--- config.mk ---
export PLATFORM = sky130hd
export DESIGN_NAME = cid_decoder
export DESIGN_NICKNAME = d
export VERILOG_FILES = /design/src/verilog/cid_pkg.sv /design/src/verilog/cid_fields_if.sv /design/src/verilog/cid_decoder.sv /design/src/verilog/cid_fields.sv
export SDC_FILE = /design/constraint.sdc
export NUM_CORES = 1
export LEC_CHECK = 0
export BUFFER_PORTS_ARGS = -buffer_cell sky130_fd_sc_hd__buf_2
export CELL_PAD_IN_SITES_DETAIL_PLACEMENT = 0
export CELL_PAD_IN_SITES_GLOBAL_PLACEMENT = 1
export CORE_ASPECT_RATIO = 1.5
export CORE_MARGIN = 2
export CORE_UTILIZATION = 25
export CTS_BUF_LIST = sky130_fd_sc_hd__clkbuf_8
export DETAILED_ROUTE_END_ITERATION = 12
export GPL_ROUTABILITY_DRIVEN = 0
export PLACE_DENSITY_LB_ADDON = 0.1
export SYNTH_ARGS = -nofsm -noshare
export SYNTH_HDL_FRONTEND = slang
export SYNTH_SLANG_ARGS = --single-unit
--- constraint.sdc ---
create_clock -name clock -period 4.7 [get_ports clock]
set_input_delay 1.175 -clock clock [delete_from_list [all_inputs] [get_ports clock]]
set_output_delay 1.175 -clock clock [all_outputs]
set_load 0.01 [all_outputs]
--- src/verilog/cid_pkg.sv ---
// cid_pkg: constants for the compressed instruction decoder
// assumes a single core clock domain; no register map (plain ports)
package cid_pkg;
  // ----------------------------------------
  // widths
  // ----------------------------------------
  localparam int HALF_W = 16;
  localparam int WORD_W = 32;
  // ----------------------------------------
  // format match patterns
  // ----------------------------------------
  localparam logic [5:0] HIREG_PAT  = 6'h11; // 010001
  localparam logic [3:0] REGLS_PAT  = 4'h5;  // 0101, bit 9 clear
  localparam logic [2:0] IMMLS_PAT  = 3'h3;  // 011
  localparam logic [7:0] SPADJ_PAT  = 8'hb0; // 10110000
  localparam logic [3:0] LBRL_PAT   = 4'hf;  // 1111
  localparam logic [2:0] SHIFT_PAT  = 3'h0;  // 000, op != 11
  localparam logic [4:0] ADDSUB_PAT = 5'h03; // 00011
  localparam logic [2:0] MOVIMM_PAT = 3'h1;  // 001
  localparam logic [5:0] ALU_PAT    = 6'h10; // 010000
  // ----------------------------------------
  // expanded data-processing opcodes
  // ----------------------------------------
  localparam logic [3:0] DP_AND = 4'h0;
  localparam logic [3:0] DP_EOR = 4'h1;
  localparam logic [3:0] DP_SUB = 4'h2;
  localparam logic [3:0] DP_RSB = 4'h3;
  localparam logic [3:0] DP_ADD = 4'h4;
  localparam logic [3:0] DP_ADC = 4'h5;
  localparam logic [3:0] DP_SBC = 4'h6;
  localparam logic [3:0] DP_TST = 4'h8;
  localparam logic [3:0] DP_CMP = 4'ha;
  localparam logic [3:0] DP_CMN = 4'hb;
  localparam logic [3:0] DP_ORR = 4'hc;
  localparam logic [3:0] DP_MOV = 4'hd;
  localparam logic [3:0] DP_BIC = 4'he;
  localparam logic [3:0] DP_MVN = 4'hf;
  // ----------------------------------------
  // expanded-word fixed parts
  // ----------------------------------------
  localparam logic [3:0] COND_AL = 4'he;
  localparam logic [3:0] SP_REG  = 4'hd;
  localparam logic [3:0] PC_REG  = 4'hf;
  localparam logic [3:0] LR_REG  = 4'he;
  localparam logic [31:0] SWITCH_BASE = 32'he12fff10;
  localparam logic [31:0] MUL_BASE    = 32'he0100090;
  localparam logic [31:0] NOP_WORD    = 32'he1a00000;
  // ----------------------------------------
  // format classes
  // ----------------------------------------
  typedef enum logic [3:0] {
    FMT_SHIFT, FMT_ADDSUB, FMT_MOVIMM, FMT_ALU, FMT_HIREG,
    FMT_REGLS, FMT_IMMLS, FMT_SPADJ, FMT_LBRL, FMT_OTHER
  } cid_fmt_t;
endpackage

--- src/verilog/cid_fields_if.sv ---
// cid_fields_if: operand fields carried from the field extractor to the expander
// assumes both ends on the core clock, purely combinational contents
interface cid_fields_if;
  logic [2:0] dst_index;
  logic [2:0] src_index;
  logic [2:0] base_index;
  logic [2:0] offset_index;
  logic [3:0] high_src_index;
  logic [3:0] high_dst_index;
  logic       high_dest_flag;
  logic       high_source_flag;
  logic [4:0] imm_five_field;
  logic [2:0] imm_three_field;
  logic [6:0] stack_adjust_mag;
  logic [7:0] imm_eight_field;
  logic [10:0] long_offset;
  cid_pkg::cid_fmt_t fmt;
  modport src (output dst_index, src_index, base_index, offset_index, high_src_index, high_dst_index,
               high_dest_flag, high_source_flag, imm_five_field, imm_three_field, stack_adjust_mag,
               imm_eight_field, long_offset, fmt);
  modport dst (input dst_index, src_index, base_index, offset_index, high_src_index, high_dst_index,
               high_dest_flag, high_source_flag, imm_five_field, imm_three_field, stack_adjust_mag,
               imm_eight_field, long_offset, fmt);
endinterface

--- src/verilog/cid_decoder.sv ---
// cid_decoder: expands compressed 16-bit halfwords into full 32-bit instructions
// assumes fetch presents one halfword with a valid strobe; execute takes the registered result
module cid_decoder (
  // clock and reset
  input  wire logic        clock,
  input  wire logic        rst_b,
  // fetch side
  input  wire logic        half_valid,
  input  wire logic [15:0] half_in,
  // execute side
  output logic             word_valid,
  output logic [31:0]      word_out,
  output logic             sets_flags,
  output logic             branch_with_return,
  output logic             branch_state_switch,
  output logic             unsupported
);
  // ------------------------------------------------------------
  // helpers
  // ------------------------------------------------------------
  // data-processing word: cond 00 I op S rn rd operand2
  function automatic logic [31:0] dp(input logic imm, input logic [3:0] op, input logic s,
                                     input logic [3:0] rn, input logic [3:0] rd,
                                     input logic [11:0] op2);
    dp = {cid_pkg::COND_AL, 2'h0, imm, op, s, rn, rd, op2};
  endfunction

  function automatic logic [3:0] lo(input logic [2:0] r);
    lo = {1'b0, r};
  endfunction

  // register-shift type of the register-pair group; rotate takes the default
  // only reached for the four shift opcodes, so the default never hides a bad code
  function automatic logic [1:0] alu_shift_code(input logic [3:0] op);
    case (op)
      4'h2:    alu_shift_code = 2'h0;
      4'h3:    alu_shift_code = 2'h1;
      4'h4:    alu_shift_code = 2'h2;
      default: alu_shift_code = 2'h3;
    endcase
  endfunction

  // ------------------------------------------------------------
  // field extraction
  // ------------------------------------------------------------
  // every operand field but the immediate-move register (half_in[10:8]) is sliced; the format class says which ones count
  cid_fields_if fl ();
  cid_fields u_fields (
    .half (half_in),
    .f    (fl)
  );

  // ------------------------------------------------------------
  // expansion
  // ------------------------------------------------------------
  logic [31:0] next_word_out;
  logic        next_word_valid;
  logic        next_sets_flags;
  logic        next_branch_with_return;
  logic        next_branch_state_switch;
  logic        next_unsupported;

  always_comb begin
    next_word_valid          = half_valid;
    next_word_out            = cid_pkg::NOP_WORD;
    next_sets_flags          = 1'b0;
    next_branch_with_return  = 1'b0;
    next_branch_state_switch = 1'b0;
    next_unsupported         = 1'b0;
    case (fl.fmt)
      cid_pkg::FMT_SHIFT: begin
        // shift type 00/01/10 maps straight onto the operand2 shift code
        next_word_out   = dp(1'b0, cid_pkg::DP_MOV, 1'b1, 4'h0, lo(fl.dst_index),
                             {fl.imm_five_field, half_in[12:11], 1'b0, lo(fl.src_index)});
        next_sets_flags = 1'b1;
      end
      cid_pkg::FMT_ADDSUB: begin
        next_word_out   = dp(half_in[10], half_in[9] ? cid_pkg::DP_SUB : cid_pkg::DP_ADD, 1'b1,
                             lo(fl.src_index), lo(fl.dst_index),
                             half_in[10] ? {9'h000, fl.imm_three_field}
                                         : {8'h00, lo(fl.offset_index)});
        next_sets_flags = 1'b1;
      end
      cid_pkg::FMT_MOVIMM: begin
        case (half_in[12:11])
          2'h0: next_word_out = dp(1'b1, cid_pkg::DP_MOV, 1'b1, 4'h0, lo(half_in[10:8]),
                                   {4'h0, fl.imm_eight_field});
          2'h1: next_word_out = dp(1'b1, cid_pkg::DP_CMP, 1'b1, lo(half_in[10:8]), 4'h0,
                                   {4'h0, fl.imm_eight_field});
          2'h2: next_word_out = dp(1'b1, cid_pkg::DP_ADD, 1'b1, lo(half_in[10:8]), lo(half_in[10:8]),
                                   {4'h0, fl.imm_eight_field});
          default: next_word_out = dp(1'b1, cid_pkg::DP_SUB, 1'b1, lo(half_in[10:8]), lo(half_in[10:8]),
                                      {4'h0, fl.imm_eight_field});
        endcase
        next_sets_flags = 1'b1;
      end
      cid_pkg::FMT_ALU: begin
        next_sets_flags = 1'b1;
        case (half_in[9:6])
          4'h0: next_word_out = dp(1'b0, cid_pkg::DP_AND, 1'b1, lo(fl.dst_index), lo(fl.dst_index),
                                   {8'h00, lo(fl.src_index)});
          4'h1: next_word_out = dp(1'b0, cid_pkg::DP_EOR, 1'b1, lo(fl.dst_index), lo(fl.dst_index),
                                   {8'h00, lo(fl.src_index)});
          4'h2, 4'h3, 4'h4, 4'h7: begin
            // register-specified shift: shift register in [11:8], type in [6:5], bit4 set
            next_word_out = dp(1'b0, cid_pkg::DP_MOV, 1'b1, 4'h0, lo(fl.dst_index),
                               {lo(fl.src_index), 1'b0, alu_shift_code(half_in[9:6]), 1'b1, lo(fl.dst_index)});
          end
          4'h5: next_word_out = dp(1'b0, cid_pkg::DP_ADC, 1'b1, lo(fl.dst_index), lo(fl.dst_index),
                                   {8'h00, lo(fl.src_index)});
          4'h6: next_word_out = dp(1'b0, cid_pkg::DP_SBC, 1'b1, lo(fl.dst_index), lo(fl.dst_index),
                                   {8'h00, lo(fl.src_index)});
          4'h8: next_word_out = dp(1'b0, cid_pkg::DP_TST, 1'b1, lo(fl.dst_index), 4'h0,
                                   {8'h00, lo(fl.src_index)});
          4'h9: next_word_out = dp(1'b1, cid_pkg::DP_RSB, 1'b1, lo(fl.src_index), lo(fl.dst_index),
                                   12'h000);
          4'ha: next_word_out = dp(1'b0, cid_pkg::DP_CMP, 1'b1, lo(fl.dst_index), 4'h0,
                                   {8'h00, lo(fl.src_index)});
          4'hb: next_word_out = dp(1'b0, cid_pkg::DP_CMN, 1'b1, lo(fl.dst_index), 4'h0,
                                   {8'h00, lo(fl.src_index)});
          4'hc: next_word_out = dp(1'b0, cid_pkg::DP_ORR, 1'b1, lo(fl.dst_index), lo(fl.dst_index),
                                   {8'h00, lo(fl.src_index)});
          4'hd: next_word_out = cid_pkg::MUL_BASE | {12'h000, lo(fl.dst_index), 4'h0,
                                                     lo(fl.dst_index), 4'h0, lo(fl.src_index)};
          4'he: next_word_out = dp(1'b0, cid_pkg::DP_BIC, 1'b1, lo(fl.dst_index), lo(fl.dst_index),
                                   {8'h00, lo(fl.src_index)});
          default: next_word_out = dp(1'b0, cid_pkg::DP_MVN, 1'b1, 4'h0, lo(fl.dst_index),
                                      {8'h00, lo(fl.src_index)});
        endcase
      end
      cid_pkg::FMT_HIREG: begin
        // only compare sets flags here; add and move leave them alone
        case (half_in[9:8])
          2'h0: next_word_out = dp(1'b0, cid_pkg::DP_ADD, 1'b0, fl.high_dst_index, fl.high_dst_index,
                                   {8'h00, fl.high_src_index});
          2'h1: begin
            next_word_out   = dp(1'b0, cid_pkg::DP_CMP, 1'b1, fl.high_dst_index, 4'h0,
                                 {8'h00, fl.high_src_index});
            next_sets_flags = 1'b1;
          end
          2'h2: next_word_out = dp(1'b0, cid_pkg::DP_MOV, 1'b0, 4'h0, fl.high_dst_index,
                                   {8'h00, fl.high_src_index});
          default: begin
            next_word_out            = cid_pkg::SWITCH_BASE | {28'h0000000, fl.high_src_index};
            next_branch_state_switch = 1'b1;
          end
        endcase
      end
      cid_pkg::FMT_REGLS: begin
        // single data transfer, register offset, pre-index, up
        next_word_out = {cid_pkg::COND_AL, 2'h1, 1'b1, 1'b1, 1'b1, half_in[10], 1'b0, half_in[11],
                         lo(fl.base_index), lo(fl.dst_index), 8'h00, lo(fl.offset_index)};
      end
      cid_pkg::FMT_IMMLS: begin
        // word offsets are scaled by four, byte offsets are not
        next_word_out = {cid_pkg::COND_AL, 2'h1, 1'b0, 1'b1, 1'b1, half_in[12], 1'b0, half_in[11],
                         lo(fl.base_index), lo(fl.dst_index),
                         half_in[12] ? {7'h00, fl.imm_five_field} : {5'h00, fl.imm_five_field, 2'h0}};
      end
      cid_pkg::FMT_SPADJ: begin
        // magnitude is in words; its top bit lands in the rotate field, so only up to 252 bytes encode unrotated
        next_word_out = dp(1'b1, half_in[7] ? cid_pkg::DP_SUB : cid_pkg::DP_ADD, 1'b0,
                           cid_pkg::SP_REG, cid_pkg::SP_REG,
                           {3'h0, fl.stack_adjust_mag, 2'h0});
        next_sets_flags = 1'b0;
      end
      cid_pkg::FMT_LBRL: begin
        // the pair needs the core's lr accumulation; only the half is passed on
        next_branch_with_return = 1'b1;
        next_word_out = half_in[11]
          ? {cid_pkg::COND_AL, 8'h00, 4'h0, 5'h00, fl.long_offset} | 32'h0b000000
          : {cid_pkg::COND_AL, 8'h28, 4'h0, 5'h00, fl.long_offset} | 32'h00000000;
      end
      default: begin
        // left to the core's full decoder; no expansion is attempted here
        next_unsupported = half_valid;
      end
    endcase
    // idle cycles still move word_out, but must never raise a side flag
    if (!half_valid) begin
      next_sets_flags          = 1'b0;
      next_branch_with_return  = 1'b0;
      next_branch_state_switch = 1'b0;
    end
  end

  // ------------------------------------------------------------
  // output register
  // ------------------------------------------------------------
  // word_out loads every cycle, valid or not: no enable on 32 flops,
  // so execute must qualify it with word_valid
  always_ff @(posedge clock) begin
    if (!rst_b) begin
      word_valid          <= 1'b0;
      word_out            <= cid_pkg::NOP_WORD;
      sets_flags          <= 1'b0;
      branch_with_return  <= 1'b0;
      branch_state_switch <= 1'b0;
      unsupported         <= 1'b0;
    end else begin
      word_valid          <= next_word_valid;
      word_out            <= next_word_out;
      sets_flags          <= next_sets_flags;
      branch_with_return  <= next_branch_with_return;
      branch_state_switch <= next_branch_state_switch;
      unsupported         <= next_unsupported;
    end
  end
endmodule

--- src/verilog/cid_fields.sv ---
// cid_fields: classifies a halfword by its leading bits and slices operand fields
// assumes a stable halfword input; combinational only
module cid_fields (
  // instruction halfword
  input  wire logic [15:0] half,
  // extracted fields
  cid_fields_if.src        f
);
  always_comb begin
    f.dst_index        = half[2:0];
    f.src_index        = half[5:3];
    f.base_index       = half[5:3];
    f.offset_index     = half[8:6];
    f.high_dest_flag   = half[7];
    f.high_source_flag = half[6];
    f.high_src_index   = {half[6], half[5:3]};
    f.high_dst_index   = {half[7], half[2:0]};
    f.imm_five_field   = half[10:6];
    f.imm_three_field  = half[8:6];
    f.stack_adjust_mag = half[6:0];
    f.imm_eight_field  = half[7:0];
    f.long_offset      = half[10:0];
    // priority: add/subtract (00011) is tested before the shift pattern (000) that it overlaps
    if (half[15:10] == cid_pkg::HIREG_PAT) begin
      f.fmt = cid_pkg::FMT_HIREG;
    end else if (half[15:10] == cid_pkg::ALU_PAT) begin
      f.fmt = cid_pkg::FMT_ALU;
    end else if (half[15:12] == cid_pkg::REGLS_PAT && !half[9]) begin
      f.fmt = cid_pkg::FMT_REGLS;
    end else if (half[15:13] == cid_pkg::IMMLS_PAT) begin
      f.fmt = cid_pkg::FMT_IMMLS;
    end else if (half[15:8] == cid_pkg::SPADJ_PAT) begin
      f.fmt = cid_pkg::FMT_SPADJ;
    end else if (half[15:12] == cid_pkg::LBRL_PAT) begin
      f.fmt = cid_pkg::FMT_LBRL;
    end else if (half[15:11] == cid_pkg::ADDSUB_PAT) begin
      f.fmt = cid_pkg::FMT_ADDSUB;
    end else if (half[15:13] == cid_pkg::SHIFT_PAT) begin
      f.fmt = cid_pkg::FMT_SHIFT;
    end else if (half[15:13] == cid_pkg::MOVIMM_PAT) begin
      f.fmt = cid_pkg::FMT_MOVIMM;
    end else begin
      f.fmt = cid_pkg::FMT_OTHER;
    end
  end
endmodule

* Word level (Yosys, flattened, before mapping)
Cells that the tools add are included.
** Word-level totals
- Flip-flop bits (word level) :: 37
** Cells by class
- Equal/unequal tests :: 34
- Multiplexer cells :: 22
- Bitwise operators :: 1
- Reductions and logical operators :: 13
** Operator list (count)
- $pmux W26 S12 :: 1
- $pmux W28 S9 :: 1
- $pmux W25 S3 :: 2
- $eq A4 B3 Y1 const B :: 9
- $eq A4 B4 Y1 const B :: 9
- $mux W4 :: 9
- $mux W28 :: 1
- $eq A4 B2 Y1 const B :: 4
- $eq A6 B5 Y1 const B :: 2
- $reduce_or A10 Y1 :: 1
- $eq A4 B1 Y1 const B :: 2
- $eq A8 B8 Y1 const B :: 1
- $logic_not A4 Y1 :: 2
- $reduce_or A4 Y1 :: 2
- $mux W7 :: 1
- $mux W3 :: 2
- $pmux W2 S3 :: 1
- $eq A5 B2 Y1 const B :: 1
- $eq A2 B1 Y1 const B :: 2
- $eq A2 B2 Y1 const B :: 2
- $logic_not A2 Y1 :: 2
- $eq A3 B1 Y1 const B :: 1
- $eq A3 B2 Y1 const B :: 1
- $logic_not A3 Y1 :: 1
- 8 further kinds :: 10

* Logic depth before layout (Yosys ltp)
Gate-level depths: netlist of run 1.
- Depth in word-level cells :: 13
- Gate-level depth with buffers :: 9
- Gate-level depth less buffers :: 5

* By module
Synthesis of run 1 repeated with hierarchy kept, for this count alone.
** Second synthesis, totals
- Cell total of the unflattened synthesis :: 396
- Area total of the unflattened synthesis :: 3083.0 um^2
** Modules (own cells, without submodules)
- cid_decoder :: instances 1, cells each 322, area each 2542.4 um^2, sequential area each 660.6 um^2
- cid_fields :: instances 1, cells each 74, area each 540.5 um^2, sequential area each 0.0 um^2

* Worst setup path after synthesis of run 1
OpenSTA, ideal clock, no wires.
- Kind :: input to register
- From :: input half_in[11]
- To :: register word_out[23]
- Data arrival time :: 2.770 ns
- Data required time :: 4.565 ns
- Setup slack :: 1.795 ns
- Cell stages on the path :: 7
- Path through :: clkbuf_1 > or4_4 > a21oi_2 > a211oi_1 > nand2b_4 > buf_6 > or4_4
** Between the ends
- Word-level cells in the longest chain between the ends :: 10
- Elaborated cells on any way between the ends :: 26
- Classes of those cells :: eq/ne (14); mux (10); reduce/logical (2)
** RTL lines
- start: declaration :: RTL line cid_decoder.sv:9 : input wire logic [15:0] half_in,
- $eq A5 B2 Y1 :: RTL line cid_fields.sv:36 : end else if (half[15:11] == cid_pkg::ADDSUB_PAT) begin
- $mux W4 :: RTL line cid_fields.sv:36
- $mux W4 :: RTL line cid_fields.sv:34 : end else if (half[15:12] == cid_pkg::LBRL_PAT) begin
- $mux W4 :: RTL line cid_fields.sv:32 : end else if (half[15:8] == cid_pkg::SPADJ_PAT) begin
- $mux W4 :: RTL line cid_fields.sv:30 : end else if (half[15:13] == cid_pkg::IMMLS_PAT) begin
- $mux W4 :: RTL line cid_fields.sv:28 : end else if (half[15:12] == cid_pkg::REGLS_PAT && !half[9]) begin
- $mux W4 :: RTL line cid_fields.sv:26 : end else if (half[15:10] == cid_pkg::ALU_PAT) begin
- $mux W4 :: RTL line cid_fields.sv:24 : if (half[15:10] == cid_pkg::HIREG_PAT) begin
- $eq A4 B4 Y1 (tied with other cells) :: RTL line cid_decoder.sv:70 : case (fl.fmt)
- $pmux W28 S9 * :: RTL line cid_decoder.sv:70
- end signal: assignment :: RTL line cid_decoder.sv:195 : word_out <= cid_pkg::NOP_WORD;
- end signal: assignment :: RTL line cid_decoder.sv:202 : word_out <= next_word_out;
- end: declaration :: RTL line cid_decoder.sv:12 : output logic [31:0] word_out,
Mark *: on every way between the ends. The rest lies on a longest branch, timed or not.
A chain may end at the register's enable or synchronous reset.

* Worst setup path after layout of run 1
- From :: input half_in[12]
- To :: register word_out[23]
The elaborated chain is that of the path after synthesis.

==> results of run 1 <==
-- registers in the layout, summed over array words and instances, names as in the netlist --
name,cells
branch_state_switch,1
branch_with_return,1
sets_flags,1
word_out,28
unsupported,1
word_valid,1
-- cells in the final DEF, fill, tap and decap left out, drive strengths merged, types with 2 or more instances in the layout --
cell type	instances
a211oi	5
a21o	5
a21oi	19
a221oi	6
a222oi	2
a22o	7
a22oi	11
a31o	2
a31oi	12
a32o	2
a41oi	3
and2	8
and3	6
and4	2
buf	52
clkbuf	5
clkinv	2
conb	4
dfxtp	33
inv	9
mux2	2
mux2i	5
nand2	28
nand2b	3
nand3	7
nand3b	5
nand4	10
nor2	18
nor2b	16
nor3	4
nor4	3
o21a	2
o21ai	23
o22ai	3
or2	3
or4	2
-- logic make-up (layout without fill, tap and decap cells) --
kind of cell	Yosys count	in the layout	synth area share [%]
and+or+nand+nor	118	118	27.5
AOI/OAI and AO/OA	111	111	31.9
buffers and inverters	48	68	8.98
DFF	33	33	27.9
muxes	7	7	3.06
other	2	4	0.317
xor gates and xnor gates	1	1	0.370
-- layout make-up --
type,instances,share of cell area [%]
multi-input combinational,241,56.1
clock buffer,5,2.57
clock inverter,3,0.514
tap,112,5.23
sequential,33,24.7
timing repair buffer,52,9.81
inverter,8,1.12
-- worst max-delay path by stage --
stage,start,slack (ps),end
detailed placement,half_in[12],1260,word_out[23]
floorplan,half_in[11],1800,word_out[23]
global placement,half_in[12],1320,word_out[23]
finish,half_in[12],1540,word_out[23]
global route,half_in[12],1450,word_out[23]
CTS,half_in[12],1580,word_out[23]
-- power by group through the flow --
stage	registers, mW	logic [mW]	clock network [mW]
3_3_place_gp	0.297	0.156	0
5_1_grt	0.291	0.171	0.232
6_report	0.290	0.156	0.214
2_1_floorplan	0.302	0.103	0
3_5_place_dp	0.297	0.155	0
4_1_cts	0.291	0.156	0.223
-- stage by stage --
stage               setup slack (ps)  instances  area, um2
floorplan                       1800        322       2380
global placement                1320        446       2600
detailed placement              1260        446       2600
CTS                             1580        454       2680
global route                    1450        454       2680
finish                          1540        454       2680
-- per-layer routing --
| layer | vias up | GRT usage, % | wire (um) |
|---|---|---|---|
| met2 | 91 | 33.4 | 4890 |
| li1 | 1213 | - | - |
| met4 | 0 | 9.17 | 355 |
| met1 | 1259 | 23.1 | 3990 |
| met3 | 20 | 2.74 | 444 |
| met5 | - | 0 | 0 |
==> impl_metrics.ini, run 1 <==
[status]
outcome = completed

[min_path]
hold_depth = 3
hold_path_end = sets_flags
min_from = half_valid
hp-class = in -> reg

[synth]
ys_types = 53
synth_top_area_cell = dfxtp_1
synth-seq-cells = 33
synth.avg_cell_area_um2 = 7.40
synth_most_common_cell = dfxtp_1
synth_edf_count = 0
synthTopCellsByArea = dfxtp_1, o21ai_0, nand2_1
syn_inst = 320
synth_top_area_share_pct = 27.9
synth_area_um2 = 2370
synth_warnings = 0
ys_async_sr_fraction_pct = 0
synth-main-ff-cell = dfxtp_1
yosysSeqAreaShare_pct = 27.9
synthTopCellsByCount = dfxtp_1, nand2_1, clkbuf_1

[cells_and_area]
nets = 360
drive_above_1_share_pct = 20.8
multi_input_comb_area_um2 = 1500
fillers = 1076
utilization_pct = 28.9
final-seq-area_um2 = 661
num_antenna_cells = 0
area_delta_synth_final_pct = 13.1

[floorplanning]
die_h_um = 123
die_x_um = 83.5
core_area_um2 = 9250
start_util_pct = 25.6
pin_count = 56
rows = 43
die_area_um2 = 10300

[critical_path]
path_class = in -> reg
cp_max_fo = 26
cp.arrival_ps = 3330
crit_buf_inv = 1
critical_path_cell_count = 6
crit_path_end_kind = flop
crit_slowest_cell = or4_4
crit_required_ps = 4870
crit_chain = buf_2 > and2b_1 > and4_1 > a211oi_1 > nand2b_4 > or4_4
critPathTopFamily = simple AND/OR/NAND/NOR gates
start_kind = input pin
critical_path.max_stage_delay_ps = 550

[placement]
dp_hpwl_mm = 6.83
io_buffers = 51

[clock_network]
cts_resized = 0
cts.sinks = 33
cts_tree = built
clkTransAtPathRegs_ps = 70
postCtsHoldBufs = 0
clockBufferDepth = 2
cts-root-buf = clkbuf_8
cts_max_level = 2
cts_buffers = 5
postCtsSetupBuffers = 0

[global_routing]
overflow = 0
grt_antenna_before_repair = 0
track_usage_pct = 19.1
grt_pass1_vias = 2523
grt_max_degree = 32
grt_pass1_wl_mm = 15.0

[timing]
drv_slew = 0
period_share_pct = 67.2
max_slew_margin_pct = 22.3
fin_hold_ws_ps = 1160
hold_violations = 0
worstMarginPinSlew_ps = 1160
setup_viol = 0
final.setup.tns_ps = 0
rsz0062_at_grt = no
timing.fmax_mhz = 317
final.min_clock_period_ps = 3160

[routing]
drtIter0Drc = 221
num_vias = 2583
drt-total-wl_mm = 9.68
wl_per_cell_um = 21.3
viasPerCell = 5.69
first_pass_iters = 7
postRouteAntennaNets = 0
drc = 0

[pwr]
power_frac_comb_pct = 23.6
power_per_cell_area_nw_per_um2 = 246
switchingPower_uw = 222
switching_share_pct = 33.6
clkPwrFrac_pct = 32.4
irDropWorstVdd_mv = 0.0911
internal-power_uw = 438
power_frac_seq_pct = 44.0
p_leak_nw = 1.05
totalPowerFinal_uw = 660

[run]
drv_cap = 0
Note: power is estimated with default switching activity, not from simulation.
==> run 2: changes to the inputs <==
clock period = 2.85 ns   (was 4.7 ns; I/O delays follow)
==> impl_metrics.ini, run 2 (synthesized netlist as in run 1, its figures left out) <==
[status]
outcome = completed

[timing]
worstMarginPinSlew_ps = 598
timing.fmax_mhz = 439
max_slew_margin_pct = 60.0
final.min_clock_period_ps = 2280
hold_violations = 0
setup_slack_ps = 570
final.setup.tns_ps = 0
period_share_pct = 80.0
rsz0062_at_grt = no
drv_slew = 0
setup_viol = 0

[cells_and_area]
num_antenna_cells = 0
mostFrequentLayoutCell = buf_2
drive_above_1_share_pct = 24.5
final-seq-area_um2 = 661
largest_register_ffs = 28
multi_input_comb_area_um2 = 1500
final_cell_mix = buf_2, dfxtp_1, nand2_1
largest_register = word_out
fillers = 1055
area_delta_synth_final_pct = 18.5
nets = 377

[placement]
dp_hpwl_mm = 7.09
pre_cts_slack_ps = 307
io_buffers = 51

[critical_path]
cp.arrival_ps = 2500
crit_path_end_kind = flop
crit_required_ps = 3070
start_kind = input pin
path_class = in -> reg
cp_max_fo = 14
crit_start = half_in[12]

[clock_network]
cts_resized = 0
cts_buffers = 5
cts.sinks = 33
postCtsHoldBufs = 0
clockBufferDepth = 2
cts-root-buf = clkbuf_8
clkTransAtPathRegs_ps = 70
cts_tree = built
cts_max_level = 2
postCtsSetupBuffers = 0

[routing]
postRouteAntennaNets = 0
drtIter0Drc = 238
num_vias = 2640
drc = 0
first_pass_iters = 7
wl_per_cell_um = 20.1
viasPerCell = 5.61
drt-total-wl_mm = 9.47

[min_path]
hold_depth = 2
hold_path_end = word_out[26]
hp-class = in -> reg
min_from = rst_b

[floorplanning]
pin_count = 56
rows = 43
die_h_um = 123
die_x_um = 83.5
core_area_um2 = 9250
die_area_um2 = 10300
start_util_pct = 25.6

[global_routing]
grt_max_degree = 22
overflow = 0
track_usage_pct = 18.9
grt_pass1_wl_mm = 14.8
grt_antenna_before_repair = 0
grt_pass1_vias = 2564

[run]
drv_cap = 0

[pwr]
irDropWorstVdd_mv = 0.154
power_per_cell_area_nw_per_um2 = 394
p_leak_nw = 1.14
totalPowerFinal_mw = 1.11
[run 2: layout make-up]
cell class	instances	area share [%]
multi-input cells	241	53.5
flip-flops and latches	33	23.5
repair buffers	69	13.9
well taps	112	4.99
clock buffers	5	2.45
inverters	8	1.07
clock inverters	3	0.490
[run 2: per-layer routing]
layer  share of wire (%)  global-route usage (%)  up-vias
met3                 4.9                    2.54       25
met1                  40                    22.3     1250
li1                    -                       -     1250
met5                   0                       0        -
met2                  50                    32.9      115
met4                 4.9                    10.8        0
[run 2: power breakdown]
group / switching (mW) / leakage [nW] / total, mW / internal (mW)
clock: 0.188 / 0.0491 / 0.354 / 0.166
combinational: 0.177 / 0.821 / 0.273 / 0.0957
sequential: 0.00328 / 0.268 / 0.479 / 0.475
[run 2: worst max path at each step]
stage	to	slack (ps)
3_5_place_dp	word_out[8]	310
3_3_place_gp	word_out[8]	360
6_report	word_out[8]	570
5_1_grt	word_out[13]	440
2_1_floorplan	word_out[23]	410
4_1_cts	word_out[8]	620
[run 2: stage by stage]
step	hold slack, ps	area, um2	utilization (%)	cells
floorplan	834	2380	-	322
global placement	996	2720	29.4	463
detailed placement	1010	2720	29.4	463
CTS	702	2810	30.3	471
global route	718	2810	30.3	471
finish	700	2810	30.3	471
[run 2: worst max-delay path, stage by stage]
cell and delay (ps):
buf_2 180, nor4b_2 540, and3_1 480, and2_1 320
a221oi_1 80, a31oi_1 180
==> run 3: changes to the inputs <==
clock period = 2.04 ns   (was 2.85 ns; I/O delays follow)
==> impl_metrics.ini, run 3 (synthesized netlist as in run 1, its figures left out) <==
[critical_path]
crit_required_ps = 2230
cp.arrival_ps = 2090
cp_max_fo = 11
path_class = in -> reg
start_kind = input pin
crit_path_end_kind = flop

[floorplanning]
die_x_um = 83.5
die_area_um2 = 10300
die_h_um = 123
start_util_pct = 25.6
pin_count = 56
core_area_um2 = 9250
rows = 43

[min_path]
min_from = half_valid
hold_depth = 3
hold_path_end = sets_flags
hp-class = in -> reg

[routing]
postRouteAntennaNets = 0
num_vias = 2890
drc = 0
wl_met3_um = 391
drt-total-wl_mm = 10.0
wl_met2_mm = 4.99
viasPerCell = 5.37
wl_per_cell_um = 18.6
first_pass_iters = 4
top_layer_used = met4
drtIter0Drc = 183
m1WireLength_mm = 4.19

[clock_network]
cts_resized = 0
cts.sinks = 33
postCtsSetupBuffers = 0
cts_buffers = 5
clockBufferDepth = 2
cts-root-buf = clkbuf_8
postCtsHoldBufs = 0
cts_tree = built
clkTransAtPathRegs_ps = 80
cts_max_level = 2

[cells_and_area]
nets = 444
stdcell_count = 538
largest_register = word_out
mostFrequentLayoutCell = buf_4
area_delta_synth_final_pct = 42.0
largest_register_ffs = 28
drive_above_1_share_pct = 36.6
num_antenna_cells = 0
final_cell_mix = buf_4, buf_2, dfxtp_1

[placement]
pre_cts_slack_ps = -153
dpl.cell_count = 530
dp_hpwl_mm = 7.97
io_buffers = 51

[timing]
final.min_clock_period_ps = 1900
setup_slack_ps = 137
timing.fmax_mhz = 526
drv_slew = 0
hold_violations = 0
rsz0062_at_grt = no
setup_viol = 0
period_share_pct = 93.3

[global_routing]
grt_pass1_vias = 2859
grt_max_degree = 31
grt_pass1_wl_mm = 15.8
overflow = 0
grt_antenna_before_repair = 0
track_usage_pct = 19.9

[status]
outcome = completed

[pwr]
irDropWorstVdd_mv = 0.314
p_leak_nw = 1.49
power_per_cell_area_nw_per_um2 = 486

[run]
drv_cap = 0
-- run 3: how the worst max path moves through the flow --
stage                      startpoint            to  slack (ps)
after detailed placement  half_in[12]  word_out[23]        -150
after CTS                 half_in[12]  word_out[23]         160
after global placement     half_in[9]  word_out[18]        -190
final                     half_in[13]  word_out[18]         140
after floorplan           half_in[13]  word_out[23]        -120
after global routing      half_in[12]  word_out[23]         100
-- run 3: cell type report --
type,count,area (um2)
Clock buffer,5,68.8
Clock inverter,3,13.8
Fill cell,1026,5890
Inverter,8,30.0
Multi-Input combinational cell,241,1510
Sequential cell,33,661
Tap cell,112,140
Timing Repair Buffer,136,943
-- run 3: per-layer routing --
| layer | GRT usage, % | vias to the layer above |
|---|---|---|
| met1 | 23.3 | 1386 |
| met4 | 11.2 | 0 |
| met5 | 0 | - |
| met3 | 3.07 | 29 |
| li1 | - | 1384 |
| met2 | 34.8 | 91 |
-- run 3: critical path: stages --
cell      delay, ps
buf_2           140
buf_4           140
buf_4           180
o21ai_0         360
nand3_1         240
a221oi_1        390
a31oi_1         120
-- run 3: through the flow --
stage               hold WS [ps]  setup TNS (ps)  total power, mW  cell area (um2)  utilization, %
floorplan                    632           -1080            0.937             2390               -
global placement             804           -1290             1.16             3280            35.5
detailed placement           798           -1790             1.16             3280            35.5
CTS                          494               0             1.65             3360            36.4
global route                 530               0             1.73             3360            36.4
finish                       489               0             1.63             3360            36.4
-- run 3: power breakdown --
part | internal [mW] | switching [mW]
clock network | 0.231 | 0.255
logic | 0.213 | 0.266
registers | 0.664 | 0.00486
